==> config.mk <==
export PLATFORM = sky130hd
export DESIGN_NAME = fpbs_read_sizer
export DESIGN_NICKNAME = d
export VERILOG_FILES = /design/src/hw/fpbs_pkg.sv /design/src/hw/fpbs_queue.sv /design/src/hw/fpbs_read_sizer.sv /design/src/hw/fpbs_swap.sv
export SDC_FILE = /design/constraint.sdc
export NUM_CORES = 1
export LEC_CHECK = 0
export BUFFER_PORTS_ARGS = -buffer_cell sky130_fd_sc_hd__buf_4
export CAP_MARGIN = 0
export CORE_MARGIN = 1
export CORE_UTILIZATION = 40
export CTS_BUF_LIST = sky130_fd_sc_hd__clkbuf_4
export DETAILED_ROUTE_END_ITERATION = 10
export MAX_ROUTING_LAYER = met4
export PLACE_DENSITY = 0.63
export SLEW_MARGIN = 25
export SYNTH_ARGS = -nofsm -noshare
export SYNTH_HDL_FRONTEND = slang
export SYNTH_SLANG_ARGS = --single-unit
==> constraint.sdc <==
create_clock -name i_sys_clk -period 5.55 [get_ports i_sys_clk]
set_input_delay 0.555 -clock i_sys_clk [delete_from_list [all_inputs] [get_ports i_sys_clk]]
set_output_delay 0.555 -clock i_sys_clk [all_outputs]
set_load 0.03 [all_outputs]
==> src/hw/fpbs_pkg.sv <==
/*
  Shared constants and types of the port-B read-path bus-sizing block.
  Assumes nothing: included first in compile order.
*/
package fpbs_pkg;
  // Word and lane geometry
  localparam int unsigned WORD_W     = 36;          // Whole queue word
  localparam int unsigned LANE_W     = 9;           // One byte lane
  localparam int unsigned HALF_W     = 18;          // One half-word
  localparam int unsigned QUEUE_DEPTH = 4;          // Staging FIFO words

  // Size-select codes {hi, lo}
  localparam logic [1:0] SEL_LONG    = 2'h0;
  localparam logic [1:0] SEL_WORD    = 2'h1;
  localparam logic [1:0] SEL_BYTE    = 2'h2;
  localparam logic [1:0] SEL_MAILBOX = 2'h3;

  // Swap-select codes {hi, lo}
  localparam logic [1:0] SWAP_NONE      = 2'h0;
  localparam logic [1:0] SWAP_BYTE      = 2'h1;
  localparam logic [1:0] SWAP_WORD      = 2'h2;
  localparam logic [1:0] SWAP_BYTE_WORD = 2'h3;

  // Pieces left after the fetching clock
  localparam logic [1:0] LEFT_BYTE = 2'h3;
  localparam logic [1:0] LEFT_WORD = 2'h1;
  localparam logic [1:0] LEFT_NONE = 2'h0;

  // Lane-valid patterns, bit 3 is bits 35..27
  localparam logic [3:0] LANES_LONG    = 4'hf;
  localparam logic [3:0] LANES_WORD_BE = 4'hc;
  localparam logic [3:0] LANES_WORD_LE = 4'h3;
  localparam logic [3:0] LANES_BYTE_BE = 4'h8;
  localparam logic [3:0] LANES_BYTE_LE = 4'h1;
  localparam logic [3:0] LANES_NONE    = 4'h0;

  // Applied transfer width
  typedef enum logic [1:0] {WID_LONG, WID_WORD, WID_BYTE} fpbs_width_type;

  // Values after reset
  localparam fpbs_width_type RST_WIDTH = WID_LONG;
  localparam logic           RST_ORDER = 1'b0;      // Big endian
  localparam logic [1:0]     RST_SWAP  = SWAP_NONE;
endpackage

==> src/hw/fpbs_queue.sv <==
/*
  Small synchronous FIFO with valid/ready on both sides.
  Assumes one clock and an asynchronous active-high reset.
*/
`timescale 1ns/100ps
module fpbs_queue #(
  parameter int unsigned WIDTH = 36,
  parameter int unsigned DEPTH = 4
) (
  // Clock and reset
  input  wire logic             i_sys_clk,
  input  wire logic             i_rst,
  // Fill side
  input  wire logic             i_in_valid,
  input  wire logic [WIDTH-1:0] i_in_data,
  output logic                  o_in_ready,
  // Drain side
  output logic                  o_out_valid,
  output logic      [WIDTH-1:0] o_out_data,
  input  wire logic             i_out_ready
);
  localparam int unsigned PW = $clog2(DEPTH);

  logic [WIDTH-1:0] mem [DEPTH];   // Word storage
  logic [PW:0]      wr_ptr;        // Write pointer with wrap bit
  logic [PW:0]      rd_ptr;        // Read pointer with wrap bit
  logic [PW:0]      next_wr_ptr;
  logic [PW:0]      next_rd_ptr;
  logic             push;
  logic             pop;

  // Full when pointers differ only in the wrap bit
  assign o_in_ready  = !((wr_ptr[PW] != rd_ptr[PW]) && (wr_ptr[PW-1:0] == rd_ptr[PW-1:0]));
  assign o_out_valid = (wr_ptr != rd_ptr);
  assign o_out_data  = mem[rd_ptr[PW-1:0]];
  assign push        = i_in_valid && o_in_ready;
  assign pop         = o_out_valid && i_out_ready;

  // Pointer advance
  always_comb begin
    next_wr_ptr = push ? wr_ptr + 1'b1 : wr_ptr;
    next_rd_ptr = pop ? rd_ptr + 1'b1 : rd_ptr;
  end

  // Pointer registers
  always_ff @(posedge i_sys_clk or posedge i_rst) begin
    if (i_rst) begin
      wr_ptr <= '0;
      rd_ptr <= '0;
    end else begin
      wr_ptr <= next_wr_ptr;
      rd_ptr <= next_rd_ptr;
    end
  end

  // Storage has no reset; only written words are ever read
  always_ff @(posedge i_sys_clk) begin
    if (push) begin
      mem[wr_ptr[PW-1:0]] <= i_in_data;
    end
  end
endmodule // fpbs_queue

==> src/hw/fpbs_read_sizer.sv <==
/*
  Port-B read path: outbound-queue words are staged, fetched whole and
  sent out whole in long width or split into byte or half-word pieces in the chosen order.
  Assumes i_sys_clk is the free-running second port clock and that the
  word source stalls on o_word_ready.
*/
// Overview of operation
// - Byte, half-word and whole-word widths, selectable order
// - Selects captured each edge, applied next cycle
// - Size code decodes long, byte or word
// - Word width lanes: upper or lower half
// - Big-endian bytes A..D on top lane
// - Little-endian bytes D..A on bottom lane
// - Big-endian words: upper half first
// - Little-endian words: lower half first
// - Sizing done in registers after array read
// - Two latch banks fetched and drained alternately
// - Memory side moves whole words only
// - Long width: one whole word per read
// - Fetch loads four lanes by selects and swap
// - First read fetches, later reads shift out
// - Counter blocks fetches: three, one or none
// - Little-endian word: CD first, then AB
// - Four swap arrangements, any width
// - Mailbox code freezes size and counter
// - Transfers on rising edge when enabled
`timescale 1ns/100ps
module fpbs_read_sizer (
  // Clock and reset
  input  wire logic        i_sys_clk,
  input  wire logic        i_rst,
  // Outbound queue word source
  input  wire logic        i_word_valid,
  input  wire logic [35:0] i_word_data,
  output logic             o_word_ready,
  // Port configuration
  input  wire logic        i_width_sel_lo,
  input  wire logic        i_width_sel_hi,
  input  wire logic        i_byte_order_sel_n,
  input  wire logic        i_swap_sel_lo,
  input  wire logic        i_swap_sel_hi,
  // Port read
  input  wire logic        i_read_en,
  output logic [35:0]      o_port_data,
  output logic [3:0]       o_lane_valid,
  output logic             o_port_valid,
  output logic             o_data_pending
);
  ////////////////////////////////////////////////////////////////////////
  // Declarations
  logic [1:0]               size_sel;        // {hi, lo}
  logic                     mailbox;         // Both size selects high
  fpbs_pkg::fpbs_width_type cfg_width;       // Applied width
  logic                     cfg_little;      // Applied order, 1 = little
  logic [1:0]               cfg_swap;        // Applied swap
  fpbs_pkg::fpbs_width_type next_cfg_width;
  logic                     next_cfg_little;
  logic [1:0]               next_cfg_swap;
  logic                     size_change;     // Size differs from stored

  logic                     q_valid;         // Staging FIFO output
  logic [35:0]              q_data;
  logic                     q_ready;
  logic [35:0]              latch_bank_one;  // Even-block word
  logic [35:0]              latch_bank_two;  // Odd-block word
  logic                     bank_one_full;
  logic                     bank_two_full;
  logic                     wr_sel;          // Bank to fill next
  logic                     rd_sel;          // Bank to fetch next
  logic [35:0]              next_bank_one;
  logic [35:0]              next_bank_two;
  logic                     next_bank_one_full;
  logic                     next_bank_two_full;
  logic                     next_wr_sel;
  logic                     next_rd_sel;
  logic                     bank_avail;
  logic [35:0]              bank_word;
  logic [35:0]              sw_word;         // Bank word after swap

  logic                     read_take;       // Queue read this edge
  logic                     fetch;           // Whole-word fetch
  logic                     shift;           // Pipeline shift
  logic [1:0]               left;            // Pieces still queued
  logic [35:0]              pipe;            // Pipeline registers
  logic [35:0]              src;
  logic [1:0]               next_left;
  logic [35:0]              next_pipe;
  logic [35:0]              next_port_data;
  logic [3:0]               next_lane_valid;
  logic                     next_port_valid;

  ////////////////////////////////////////////////////////////////////////
  // Configuration capture
  assign size_sel = {i_width_sel_hi, i_width_sel_lo};
  assign mailbox  = (size_sel == fpbs_pkg::SEL_MAILBOX);

  // Decode selects; the mailbox code leaves everything as it stands
  always_comb begin
    next_cfg_width  = cfg_width;
    next_cfg_little = cfg_little;
    next_cfg_swap   = cfg_swap;
    if (!mailbox) begin
      unique case (size_sel)
        fpbs_pkg::SEL_WORD: next_cfg_width = fpbs_pkg::WID_WORD;
        fpbs_pkg::SEL_BYTE: next_cfg_width = fpbs_pkg::WID_BYTE;
        default:            next_cfg_width = fpbs_pkg::WID_LONG;
      endcase
      next_cfg_little = i_byte_order_sel_n;
      next_cfg_swap   = {i_swap_sel_hi, i_swap_sel_lo};
    end
  end

  // A real size change restarts piece tracking with the new size
  assign size_change = (next_cfg_width != cfg_width);

  // Selects sampled every edge and used one cycle later
  always_ff @(posedge i_sys_clk or posedge i_rst) begin
    if (i_rst) begin
      cfg_width  <= fpbs_pkg::RST_WIDTH;
      cfg_little <= fpbs_pkg::RST_ORDER;
      cfg_swap   <= fpbs_pkg::RST_SWAP;
    end else begin
      cfg_width  <= next_cfg_width;
      cfg_little <= next_cfg_little;
      cfg_swap   <= next_cfg_swap;
    end
  end

  ////////////////////////////////////////////////////////////////////////
  // Word staging and latch banks
  fpbs_queue #(
    .WIDTH (fpbs_pkg::WORD_W),
    .DEPTH (fpbs_pkg::QUEUE_DEPTH)
  ) u_queue (
    .i_sys_clk   (i_sys_clk),
    .i_rst       (i_rst),
    .i_in_valid  (i_word_valid),
    .i_in_data   (i_word_data),
    .o_in_ready  (o_word_ready),
    .o_out_valid (q_valid),
    .o_out_data  (q_data),
    .i_out_ready (q_ready)
  );

  // Drain the FIFO only into the bank due next; a stalled port
  // backs all the way up to the word source
  assign q_ready    = wr_sel ? !bank_two_full : !bank_one_full;
  assign bank_avail = rd_sel ? bank_two_full : bank_one_full;
  assign bank_word  = rd_sel ? latch_bank_two : latch_bank_one;

  // Banks fill and empty in strict alternation
  always_comb begin
    next_bank_one      = latch_bank_one;
    next_bank_two      = latch_bank_two;
    next_bank_one_full = bank_one_full;
    next_bank_two_full = bank_two_full;
    next_wr_sel        = wr_sel;
    next_rd_sel        = rd_sel;
    if (q_valid && q_ready) begin
      if (wr_sel) begin
        next_bank_two      = q_data;
        next_bank_two_full = 1'b1;
      end else begin
        next_bank_one      = q_data;
        next_bank_one_full = 1'b1;
      end
      next_wr_sel = !wr_sel;
    end
    if (fetch) begin
      if (rd_sel) begin
        next_bank_two_full = 1'b0;
      end else begin
        next_bank_one_full = 1'b0;
      end
      next_rd_sel = !rd_sel;
    end
  end

  // Bank registers
  always_ff @(posedge i_sys_clk or posedge i_rst) begin
    if (i_rst) begin
      latch_bank_one <= '0;
      latch_bank_two <= '0;
      bank_one_full  <= 1'b0;
      bank_two_full  <= 1'b0;
      wr_sel         <= 1'b0;
      rd_sel         <= 1'b0;
    end else begin
      latch_bank_one <= next_bank_one;
      latch_bank_two <= next_bank_two;
      bank_one_full  <= next_bank_one_full;
      bank_two_full  <= next_bank_two_full;
      wr_sel         <= next_wr_sel;
      rd_sel         <= next_rd_sel;
    end
  end

  // Swap is applied as the whole word enters the pipeline
  fpbs_swap u_swap (
    .i_word     (bank_word),
    .i_swap_sel (cfg_swap),
    .o_word     (sw_word)
  );

  ////////////////////////////////////////////////////////////////////////
  // Pipeline and piece counter
  // Mailbox cycles are not queue reads, and a size change kills the
  // word in flight; that loss is the price of on-the-fly resizing
  assign read_take      = i_read_en && !mailbox;
  assign fetch          = read_take && (left == fpbs_pkg::LEFT_NONE) && bank_avail;
  assign shift          = read_take && (left != fpbs_pkg::LEFT_NONE) && !size_change;
  assign src            = fetch ? sw_word : pipe;
  assign o_data_pending = bank_avail || (left != fpbs_pkg::LEFT_NONE);

  // One piece leaves per accepted read; the same formula serves the
  // fetching clock and every shifting clock
  always_comb begin
    next_pipe       = pipe;
    next_left       = left;
    next_port_data  = o_port_data;
    next_lane_valid = o_lane_valid;
    next_port_valid = fetch || shift;
    if (fetch || shift) begin
      unique case (cfg_width)
        fpbs_pkg::WID_LONG: begin
          next_port_data  = src;
          next_lane_valid = fpbs_pkg::LANES_LONG;
          next_pipe       = '0;
        end
        fpbs_pkg::WID_WORD: begin
          if (cfg_little) begin
            next_port_data  = {18'h0, src[17:0]};
            next_pipe       = {18'h0, src[35:18]};
            next_lane_valid = fpbs_pkg::LANES_WORD_LE;
          end else begin
            next_port_data  = {src[35:18], 18'h0};
            next_pipe       = {src[17:0], 18'h0};
            next_lane_valid = fpbs_pkg::LANES_WORD_BE;
          end
        end
        fpbs_pkg::WID_BYTE: begin
          if (cfg_little) begin
            next_port_data  = {27'h0, src[8:0]};
            next_pipe       = {9'h0, src[35:9]};
            next_lane_valid = fpbs_pkg::LANES_BYTE_LE;
          end else begin
            next_port_data  = {src[35:27], 27'h0};
            next_pipe       = {src[26:0], 9'h0};
            next_lane_valid = fpbs_pkg::LANES_BYTE_BE;
          end
        end
      endcase
    end
    // Counter: loaded on fetch, counts down per shift, idle in long width
    if (size_change) begin
      next_left = fpbs_pkg::LEFT_NONE;
    end else if (fetch) begin
      unique case (cfg_width)
        fpbs_pkg::WID_BYTE: next_left = fpbs_pkg::LEFT_BYTE;
        fpbs_pkg::WID_WORD: next_left = fpbs_pkg::LEFT_WORD;
        default:            next_left = fpbs_pkg::LEFT_NONE;
      endcase
    end else if (shift) begin
      next_left = left - 2'h1;
    end
  end

  // Pipeline and output registers
  always_ff @(posedge i_sys_clk or posedge i_rst) begin
    if (i_rst) begin
      pipe         <= '0;
      left         <= fpbs_pkg::LEFT_NONE;
      o_port_data  <= '0;
      o_lane_valid <= fpbs_pkg::LANES_NONE;
      o_port_valid <= 1'b0;
    end else begin
      pipe         <= next_pipe;
      left         <= next_left;
      o_port_data  <= next_port_data;
      o_lane_valid <= next_lane_valid;
      o_port_valid <= next_port_valid;
    end
  end

  ////////////////////////////////////////////////////////////////////////
  // Assertions
  AST_BYTE_DECODE: assert property (@(posedge i_sys_clk) disable iff (i_rst)
    (size_sel == fpbs_pkg::SEL_BYTE) |=> (cfg_width == fpbs_pkg::WID_BYTE))
    else $error("byte size select not applied next cycle");
  AST_MAILBOX_HOLD: assert property (@(posedge i_sys_clk) disable iff (i_rst)
    mailbox |=> $stable(cfg_width) && $stable(left))
    else $error("mailbox code disturbed size or counter");
  AST_LONG_NO_COUNT: assert property (@(posedge i_sys_clk) disable iff (i_rst)
    (cfg_width == fpbs_pkg::WID_LONG) |-> (left == fpbs_pkg::LEFT_NONE))
    else $error("counter active in long width");
  AST_BYTE_BLOCK: assert property (@(posedge i_sys_clk) disable iff (i_rst)
    (fetch && cfg_width == fpbs_pkg::WID_BYTE && !size_change) |=> (left == 2'h3))
    else $error("byte fetch did not block three more clocks");
  AST_NO_FETCH_BUSY: assert property (@(posedge i_sys_clk) disable iff (i_rst)
    (left != fpbs_pkg::LEFT_NONE) |=> $stable(rd_sel))
    else $error("memory fetch while pieces remain");
  AST_LONG_WHOLE: assert property (@(posedge i_sys_clk) disable iff (i_rst)
    (fetch && cfg_width == fpbs_pkg::WID_LONG) |=> o_port_valid && (o_port_data == $past(sw_word)))
    else $error("long read lost part of the word");
  AST_BYTE_BE_FIRST: assert property (@(posedge i_sys_clk) disable iff (i_rst)
    (fetch && cfg_width == fpbs_pkg::WID_BYTE && !cfg_little)
      |=> (o_port_data[35:27] == $past(sw_word[35:27])) && (o_lane_valid == 4'h8))
    else $error("first big-endian byte is not A on top lane");
  AST_WORD_LE_SEQ: assert property (@(posedge i_sys_clk) disable iff (i_rst)
    (fetch && cfg_width == fpbs_pkg::WID_WORD && cfg_little && !size_change)
      ##1 (shift && !size_change)
      |=> (o_port_data[17:0] == $past(sw_word[35:18], 2)) && (left == 2'h0))
    else $error("little-endian word second piece is not AB");
  AST_BANK_ALT: assert property (@(posedge i_sys_clk) disable iff (i_rst)
    fetch |=> (rd_sel != $past(rd_sel)))
    else $error("latch banks not drained alternately");

  COV_BYTE_BE: cover property (@(posedge i_sys_clk) disable iff (i_rst)
    fetch && cfg_width == fpbs_pkg::WID_BYTE && !cfg_little ##1 shift ##1 shift ##1 shift);
  COV_WORD_LE: cover property (@(posedge i_sys_clk) disable iff (i_rst)
    fetch && cfg_width == fpbs_pkg::WID_WORD && cfg_little ##1 shift);
  COV_LONG_B2B: cover property (@(posedge i_sys_clk) disable iff (i_rst)
    fetch && cfg_width == fpbs_pkg::WID_LONG ##1 fetch);
  COV_STALL: cover property (@(posedge i_sys_clk) disable iff (i_rst)
    i_word_valid && !o_word_ready);
endmodule // fpbs_read_sizer

==> src/hw/fpbs_swap.sv <==
/*
  Byte-order arrangement of one whole word, purely combinational.
  Assumes bytes A..D sit from bits 35..27 down to 8..0.
*/
`timescale 1ns/100ps
module fpbs_swap (
  // Word in
  input  wire logic [35:0] i_word,
  // Swap selects {hi, lo}
  input  wire logic [1:0]  i_swap_sel,
  // Arranged word out
  output logic      [35:0] o_word
);
  // Bit order inside each byte is never touched
  always_comb begin
    unique case (i_swap_sel)
      fpbs_pkg::SWAP_NONE:      o_word = i_word;
      fpbs_pkg::SWAP_BYTE:      o_word = {i_word[8:0], i_word[17:9], i_word[26:18], i_word[35:27]};
      fpbs_pkg::SWAP_WORD:      o_word = {i_word[17:0], i_word[35:18]};
      fpbs_pkg::SWAP_BYTE_WORD: o_word = {i_word[26:18], i_word[35:27], i_word[8:0], i_word[17:9]};
    endcase
  end
endmodule // fpbs_swap
==> metrics.csv, run 1 <==
metric,value,unit
outcome,"finished, final reports clean",
clock sinks,310,
Ports,88,
Synth area leaders,"edfxtp_1 29%, dfrtp_1 28%, mux2_2 7.4%, mux4_2 6.9%, mux2i_1 3.2%",
CP cell instances,"buf_4, nor2_4, a2111oi_0, o21ai_0, o21ai_0, a22o_1",
P_sw,3.56,mW
crit path DAT,3.69,ns
Critical Path Sink Type,flop,
worst-skew pair later-pin latency,0.73,ns
setup repair bufs after CTS,0,
TritonCTS clock tree,built,
Netlist Area Pre-Place,0.0150,mm2
number of fill cells,3255,
"Slowest-stage cell, CP",dfrtp_1,
"FF+latch count, synth",310,
Max-cap violations,0,
Post-Synthesis Cells,1100,
Fin Setup TNS,0,ns
total gr overflow,0,
share of cells above drive strength 1,0.326,
Final GP Congestion,0.895,
slew margin rel.,0.305,
Reg power frac,0.375,
Non-Filler Instances,1770,
"Top cell by count, worst path",o21ai_0,
critical path launch point type,flop,
core region area,0.0367,mm2
asr flop ratio synth,0.535,
worst slew pin tran,1.03,ns
Syn Nets,1153,
Fmax,0.328,GHz
Comb power frac,0.408,
clock share of power,0.217,
Cell Int Power,5.88,mW
Min Hold Slack,0.00913,ns
Setup CP Type,reg2reg,
register area share after synthesis,0.566,
via-per-instance ratio,5.83,
Post-layout nets,1289,
synth unique cells,76,
Post-synth top flop,dfrtp_1,
die footprint,0.0382,mm2
first-pass GRT wire length,58.7,mm
final count of hold timing violations,0,
post-synth top area share,0.289,
Pwr Density,545,mW/mm2
Final Cell Area,0.0173,mm2
Num CTS Buffers,81,
H-tree depth reported by CTS,3,
CP max FO,27,
largest net degree at the start of global routing,113,
initial antenna violation count,1,
largest stage delay on the critical path,0.87,ns
Worst R2R Path Depth,6,
Area Overhead vs Synth,15.8,%
minimum clock period,3.04,ns
"area leader, netlist",edfxtp_1,
Area after DPL,0.0160,mm2
clk_skew,0.0596,ns
switch share,0.377,
final setup vio count,0,
Lkg Pwr,6.90,nW
vias in the first global route,9891,
syn_area_per_cell,13.6,um2
number of placement rows,70,
die width,195,um
post-route ant nets,0,
number of synthesized flops with an enable pin,144,
PostCTS Resize Cnt,0,
Tot GR Track Use,0.205,
Pins Over Slew Limit,0,
Tcrit/Tclk final,0.549,
Worst EP required,6.20,ns
clock root cell,clkbuf_4,
crit path from,cfg_swap[0],
Detailed Place HPWL,24.5,mm
via count,10319,
Worst-path clk slew,0.06,ns
Reg-to-Reg Start,cfg_swap[0],
WL final,37.5,mm
worst hold-check path type,in2async,
Die Height,195,um
# port buffers,87,
Initial Util,0.408,
maximum root-to-sink buffer count,3,
DRT iter0 DRCs,862,
mean routed wirelength per cell,21.2,um
final core utilization,0.472,
DP Cell Count,1593,
First-pass DRT Iterations,5,
yosys warns,0,
RSZ-0062 raised after global routing,no,
Remaining DRCs,0,
maximum vdd drop,0.000279,V
-- metal layers --
layer	vias up	wire (um)	global-route usage
met1	5187	16900	0.289
met4	0	777	0.0677
met2	412	17000	0.291
met3	65	2760	0.0463
met5	-	0	-
li1	4655	-	-
-- registers in the layout, indices dropped and copies added (netlist names), 2 cells and up --
name            count
cfg_swap            2
cfg_width           2
latch_bank_one     36
latch_bank_two     36
left                2
o_lane_valid        4
o_port_data        36
pipe               36
u_queue.mem       144
u_queue.rd_ptr      3
u_queue.wr_ptr      3
-- per-stage QoR --
stage               power, mW  worst slack (ns)
floorplan                6.32             0.505
global placement         7.32              2.40
detailed placement       7.40              2.26
CTS                      9.51              2.21
global route             9.98              2.26
finish                   9.44              2.51
-- power by group through the flow --
stage / clock, mW / sequential, mW / combinational (mW)
floorplan: 0 / 3.67 / 2.65
global placement: 0 / 3.55 / 3.77
detailed placement: 0 / 3.59 / 3.82
CTS: 2.12 / 3.54 / 3.84
global route: 2.23 / 3.62 / 4.13
finish: 2.05 / 3.54 / 3.85
-- critical path, delay by kind of cell, from the launching register on --
kind	cells	cell delay, ns
DFF	1	0.87
AOI/OAI and AO/OA	4	1.44
and+or+nand+nor	1	0.21
buffers and inverters	1	0.42
-- what timing repair did --
item | 4_1_cts | 5_1_grt
hold endpoints to repair | 98 | 0
hold buffers | 27 | 0
setup endpoints to repair | 0 | 0
-- placed cells by master (no fill, tap or decap), types with 44 or more instances in the layout --
| master | synthesis | layout |
|---|---|---|
| clkbuf_4 | 0 | 130 |
| mux2i_1 | 48 | 48 |
| mux4_2 | 46 | 46 |
| mux2_2 | 98 | 98 |
| buf_4 | 3 | 107 |
| nand2_1 | 95 | 95 |
| dfrtp_1 | 166 | 163 |
| a21oi_1 | 44 | 44 |
| edfxtp_1 | 144 | 144 |
| a22o_1 | 53 | 53 |
-- kinds of logic (layout without fill, tap and decap cells) --
| kind of cell | Yosys count | in the layout | synth area share |
|---|---|---|---|
| compound gates | 302 | 302 | 0.155 |
| xor+xnor | 7 | 7 | 0.00410 |
| other cells | 0 | 1 | 0 |
| simple gates | 180 | 180 | 0.0558 |
| flops | 310 | 310 | 0.566 |
| fa+ha+maj | 8 | 8 | 0.00669 |
| buf+inv | 98 | 299 | 0.0335 |
| mux | 195 | 195 | 0.178 |
-- cells in the mapped netlist, drive strengths merged (4+ instances only) --
| cell | count |
|---|---|
| dfrtp | 166 |
| edfxtp | 144 |
| mux2 | 99 |
| nand2 | 96 |
| a22o | 53 |
| buf | 52 |
| mux2i | 50 |
| a21oi | 46 |
| mux4 | 46 |
| o22ai | 35 |
| clkbuf | 30 |
| o211ai | 29 |
| o21ai | 29 |
| nor2 | 27 |
| a221o | 16 |
| inv | 16 |
| a22oi | 15 |
| a21o | 12 |
| a2111oi | 11 |
| nor3 | 11 |
| and2 | 10 |
| ha | 8 |
| nand3 | 8 |
| nor2b | 8 |
| o2111ai | 7 |
| a211oi | 6 |
| a221oi | 5 |
| a2bb2oi | 5 |
| and3 | 5 |
| nand2b | 5 |
| xor2 | 5 |
| a211o | 4 |
| nand4 | 4 |
| o221ai | 4 |
| o31ai | 4 |
-- worst paths after layout --
path                                      to  slack, ns
setup / recovery              o_port_data[5]       2.51
hold / removal                  cfg_width[0]      0.009
setup reg to reg              o_port_data[5]       2.51
hold reg to reg              o_lane_valid[0]       0.48
max in group asynchronous  latch_bank_two[4]       4.26
min in group i_sys_clk           cfg_swap[0]       0.06
-- layout make-up --
class                           instances  area, um2  share of cell area
Antenna cell                            1       2.50            0.000144
Multi-Input combinational cell        692       6020               0.348
Clock buffer                          130        976              0.0563
Sequential cell                       310       8480               0.489
Clock inverter                         18        106             0.00614
Inverter                               16       67.6             0.00390
Tap cell                              468        586              0.0338
Timing Repair Buffer                  135       1090              0.0628
Note: power is estimated with default switching activity, not from simulation.
==> run 2: changes to the inputs <==
==> constraint.sdc (replaced) <==
create_clock -name i_sys_clk -period 3.1 [get_ports i_sys_clk]
set_input_delay 0.31 -clock i_sys_clk [delete_from_list [all_inputs] [get_ports i_sys_clk]]
set_output_delay 0.31 -clock i_sys_clk [all_outputs]
set_load 0.03 [all_outputs]
==> run 2 against run 1 <==
Net effect:
- final cell count rose by 3.7%
- sequential power rose by 81%
- clock skew shrank 0.010 ns
- critical path depth grew 2
- via count up 2.1%
- register-to-register slack got worse by 2.1 ns
- highest routed layer unchanged
==> metrics.csv, run 2 (synthesized netlist as in run 1, its figures left out) <==
metric,value,unit
crit path DAT,3.31,ns
clock sinks,310,
Ports,88,
share of cells above drive strength 1,0.336,
number of fill cells,3276,
Post-layout nets,1349,
clk_skew,0.0493,ns
CP cell instances,"inv_1, ha_1, inv_2, nor3_4, buf_4, mux2i_1, nor3_1, a221o_1",
H-tree depth reported by CTS,3,
post-route setup slack,0.417,ns
via count,10534,
Die Height,195,um
Tot GR Track Use,0.218,
worst path buffer plus inverter count,3,
mean routed wirelength per cell,21.4,um
area of the multi-input gates,0.00602,mm2
die width,195,um
most frequent cells in the layout,"163 x dfrtp_1, 144 x edfxtp_1, 138 x buf_4",
First-pass DRT Iterations,5,
maximum root-to-sink buffer count,3,
die footprint,0.0382,mm2
clock root cell,clkbuf_4,
RSZ-0062 raised after global routing,no,
via-per-instance ratio,5.74,
Area Overhead vs Synth,19.6,%
final count of hold timing violations,0,
Top delay family on crit path,simple AND/OR/NAND/NOR gates,
CP max FO,13,
max reg flops,144,
DP Cell Count,1634,
Pins Over Slew Limit,0,
WL final,39.2,mm
Min Hold Slack,0.0734,ns
Critical Path Sink Type,flop,
slew margin rel.,0.538,
final setup vio count,0,
total gr overflow,0,
Worst-path clk slew,0.07,ns
worst hold-check path type,in2async,
largest stage delay on the critical path,0.59,ns
total power draw,17.1,mW
"commonest non-fill, non-tap cell in the layout",dfrtp_1,
Setup CP Type,reg2reg,
maximum vdd drop,0.000617,V
"Slowest-stage cell, CP",nor3_4,
Initial Util,0.408,
# port buffers,87,
largest net degree at the start of global routing,58,
Detailed Place HPWL,26.7,mm
setup repair bufs after CTS,0,
first-pass GRT wire length,62.3,mm
Fmax,0.373,GHz
number of placement rows,70,
vias in the first global route,10637,
TritonCTS clock tree,built,
Fin Setup TNS,0,ns
Remaining DRCs,0,
minimum clock period,2.68,ns
post-route ant nets,0,
Tcrit/Tclk final,0.866,
Max-cap violations,0,
R2R Setup Slk,0.42,ns
DRT iter0 DRCs,883,
Final GP Congestion,0.929,
final core utilization,0.488,
Worst EP required,3.72,ns
outcome,"finished, final reports clean",
initial antenna violation count,3,
pre-CTS setup slack,0.468,ns
sequential cell area,0.00848,mm2
Area after DPL,0.0164,mm2
core region area,0.0367,mm2
Final Cell Area,0.0179,mm2
Lkg Pwr,7.18,nW
Num CTS Buffers,81,
worst-skew pair later-pin latency,0.77,ns
Pwr Density,953,mW/mm2
Non-Filler Instances,1835,
worst slew pin tran,0.686,ns
critical path launch point type,flop,
## run 2: power breakdown
part           switching, mW  total [mW]  internal [mW]
clock                   1.72        3.53           1.81
combinational           3.98        7.13           3.15
sequential             0.785        6.42           5.63
total                   6.49        17.1           10.6
## run 2: path summary, 6_finish.rpt
path / start / to / cells after the start
min in group i_sys_clk: i_read_en / bank_two_full / 5
max in group asynchronous: i_rst / latch_bank_one[28] / 4
min reg2reg: o_lane_valid[0] / o_lane_valid[0] / 1
min: i_rst / o_port_data[14] / 3
max: left[0] / pipe[2] / 8
max reg2reg: left[0] / pipe[2] / 8
## run 2: worst register-to-register path, cell delays in order, from the launching register on
cell and delay, ns:
dfrtp_1 0.39, inv_1 0.07, ha_1 0.46, inv_2 0.10, nor3_4 0.59, buf_4 0.31, mux2i_1 0.29, nor3_1 0.07
a221o_1 0.26
## run 2: what timing repair did
item	4_1_cts	5_1_grt
hold endpoints to repair	319	0
hold buffers	47	0
gates resized for setup	0	0
## run 2: metal layers
layer / vias up / GRT usage / wire length, um
met5: - / - / 0
met4: 0 / 0.0814 / 1040
met3: 71 / 0.0423 / 2350
met2: 420 / 0.325 / 18000
met1: 5265 / 0.296 / 17800
li1: 4778 / - / -
## run 2: area by class of cell
class                           count  area share
Clock buffer                      121      0.0507
Sequential cell                   310       0.474
Tap cell                          468      0.0327
Timing Repair Buffer              195      0.0953
Inverter                           16     0.00356
Antenna cell                        4    0.000559
Clock inverter                     29     0.00741
Multi-Input combinational cell    692       0.336
==> run 3: changes to the inputs <==
--- a/config.mk
+++ b/config.mk
@@ -16,4 +16,5 @@
 export SLEW_MARGIN = 25
 export SYNTH_ARGS = -nofsm -noshare
 export SYNTH_HDL_FRONTEND = slang
+export SYNTH_HIERARCHICAL = 1
 export SYNTH_SLANG_ARGS = --single-unit
==> run 3 against run 2 <==
Net effect:
- first-iteration DRC count down 11%
- sequential power is essentially flat
- highest routed layer unchanged
- worst setup slack improved by 0.11 ns
- utilization is 1.2 points lower
- clock power is 3% lower
==> metrics.csv, run 3 <==
metric,value,unit
outcome,"finished, final reports clean",
number of synthesized flops with an enable pin,144,
"Slowest-stage cell, CP",mux4_1,
vias in the first global route,9370,
Simple-Gate Fraction of Synth Area,0.0252,
DRT iter0 DRCs,784,
syn_area_per_cell,15.7,um2
met3 Track Usage GR,0.0387,
largest net degree at the start of global routing,87,
CP cell instances,"buf_4, mux2_2, mux4_1, a22o_1, a221o_1, a32o_1",
met1 Track Usage GR,0.249,
pre-CTS setup slack,0.499,ns
final count of hold timing violations,0,
"area leader, netlist",edfxtp_1,
Synth area leaders,"edfxtp_1 29%, dfrtp_1 28%, mux4_2 10%, mux2_2 9.1%, mux2i_1 3.2%",
GR peak layer,met2,
Pins Over Slew Limit,0,
mean routed wirelength per cell,20.4,um
# port buffers,87,
Top delay family on crit path,multiplexers,
number of placement rows,70,
Synth Area in Compound Gates,0.125,
WL final,33.8,mm
asr flop ratio synth,0.535,
Tot GR Track Use,0.188,
maximum vdd drop,0.000588,V
Reg-to-Reg Start,rd_sel,
Setup CP Type,reg2reg,
clock root cell,clkbuf_4,
TritonCTS clock tree,built,
Num CTS Buffers,85,
switch share,0.373,
worst slew pin tran,0.861,ns
Post-Synthesis Cells,952,
post-route setup slack,0.529,ns
post-synth top area share,0.290,
core region area,0.0366,mm2
initial antenna violation count,1,
Initial Util,0.407,
via count,9420,
crit path DAT,3.16,ns
Post-Synth Adder-Cell Area,0.00755,
worst-skew pair later-pin latency,0.75,ns
P_sw,6.52,mW
total gr overflow,0,
clock share of power,0.195,
synth unique cells,60,
final setup vio count,0,
Pwr Density,1000,mW/mm2
critical path launch point type,flop,
CP max FO,24,
Worst R2R Path Depth,6,
via-per-instance ratio,5.70,
Die Height,195,um
final core utilization,0.476,
die footprint,0.0381,mm2
"commonest non-fill, non-tap cell in the layout",dfrtp_1,
Post-layout nets,1178,
Final GP Congestion,0.822,
Synth Area in XOR/XNOR,0.00520,
Worst EP required,3.69,ns
Ports,88,
met2 usage,0.287,
Area Overhead vs Synth,16.9,%
worst path buffer plus inverter count,1,
R2R Setup Slk,0.53,ns
register area share after synthesis,0.568,
mux cell area share after synthesis,0.233,
Max-cap violations,0,
clock sinks,310,
Fin Setup TNS,0,ns
maximum root-to-sink buffer count,3,
worst hold-check path type,in2async,
minimum clock period,2.57,ns
Detailed Place HPWL,22.0,mm
largest family of logic cells by synthesized area,multiplexers,
slew margin rel.,0.426,
Netlist Area Pre-Place,0.0149,mm2
first-pass GRT wire length,53.6,mm
Lkg Pwr,6.89,nW
share of cells above drive strength 1,0.386,
Reg power frac,0.365,
post-route ant nets,0,
RSZ-0062 raised after global routing,no,
number of fill cells,3237,
Remaining DRCs,0,
H-tree depth reported by CTS,3,
First-pass DRT Iterations,5,
Post-synth top flop,dfrtp_1,
r2r endpoint,pipe[16],
max reg flops,144,
Tcrit/Tclk final,0.829,
"FF+latch count, synth",310,
sequential cell area,0.00848,mm2
die width,195,um
Worst-path clk slew,0.07,ns
yosys warns,6,
most common cell in the netlist,dfrtp_1,
area of the multi-input gates,0.00592,mm2
Comb power frac,0.440,
Critical Path Sink Type,flop,
Syn Nets,1006,
largest stage delay on the critical path,0.57,ns
Fmax,0.389,GHz
clk_skew,0.0533,ns
Cell Int Power,11.0,mW
Synth top cells by count,"166 x dfrtp_1, 144 x edfxtp_1, 120 x mux2_2",
setup repair bufs after CTS,0,
most frequent cells in the layout,"164 x dfrtp_1, 144 x edfxtp_1, 120 x mux2_2",
Min Hold Slack,0.0886,ns
PostCTS Resize Cnt,0,
## run 3: cell types whose count changed after synthesis, moves of 19 or more
cell,before,now
mux4_2,46,67
a32o_1,0,27
o2bb2ai_1,3,36
a22o_1,53,18
a21oi_1,44,6
mux2_2,98,120
a22oi_1,15,62
buf_2,36,17
o22ai_1,35,2
nand2_1,95,29
## run 3: cell families (layout without fill, tap and decap cells)
| family | Yosys count | count (layout) |
|---|---|---|
| other | 0 | 1 |
| flip-flops | 310 | 310 |
| adder cells (fa/ha/maj) | 9 | 9 |
| buffers and inverters | 93 | 324 |
| multiplexers | 240 | 240 |
| AND/OR/NAND/NOR | 71 | 71 |
| AO/OA/AOI/OAI | 221 | 221 |
| XOR/XNOR | 8 | 8 |
## run 3: power groups by stage
stage | Sequential [mW] | Clock (mW) | Combinational, mW
6_report | 6.40 | 3.41 | 7.70
5_1_grt | 6.56 | 3.75 | 8.27
4_1_cts | 6.41 | 3.55 | 7.76
3_5_place_dp | 6.48 | 0 | 7.69
3_3_place_gp | 6.46 | 0 | 7.54
2_1_floorplan | 6.69 | 0 | 5.25
## run 3: area by class of cell
class,count,area share
Inverter,15,0.00344
Multi-Input combinational cell,549,0.339
Clock inverter,30,0.00775
Sequential cell,310,0.486
Clock buffer,116,0.0499
Timing Repair Buffer,163,0.0794
Antenna cell,1,0.000144
Tap cell,468,0.0336
## run 3: timing repair
item / in CTS / in global routing
hold buffers: 44 / 0
hold endpoints to repair: 189 / 0
endpoints found under the setup margin: 0 / 0
## run 3: tightest hold or removal path, delay by kind of cell
family,cells,cell delay (ns)
buffers and inverters,3,0.87
## run 3: worst max-delay path by stage
| stage | start | end | slack, ns | cells after the start |
|---|---|---|---|---|
| 3_5_place_dp | cfg_swap[0] | pipe[10] | 0.50 | 5 |
| 6_report | rd_sel | pipe[16] | 0.53 | 6 |
| 2_1_floorplan | rd_sel | pipe[16] | 0.55 | 7 |
| 3_3_place_gp | cfg_swap[0] | pipe[25] | 0.54 | 6 |
| 4_1_cts | cfg_swap[0] | pipe[25] | 0.51 | 6 |
| 5_1_grt | left[0] | o_lane_valid[3] | 0.36 | 8 |
## run 3: stage by stage
step / std cells / total power [mW] / cell area [um2]
finish: 1652 / 17.5 / 17400
floorplan: 952 / 11.9 / 14900
detailed placement: 1461 / 14.2 / 16000
global route: 1652 / 18.6 / 17400
global placement: 1461 / 14.0 / 16000
CTS: 1651 / 17.7 / 17400
## run 3: layer usage
layer | wire (um) | share of wire | up-vias
met2 | 16300 | 0.48 | 303
met3 | 1990 | 0.059 | 45
met4 | 648 | 0.019 | 0
met5 | 0 | 0 | -
li1 | - | - | 4253
met1 | 14800 | 0.44 | 4819
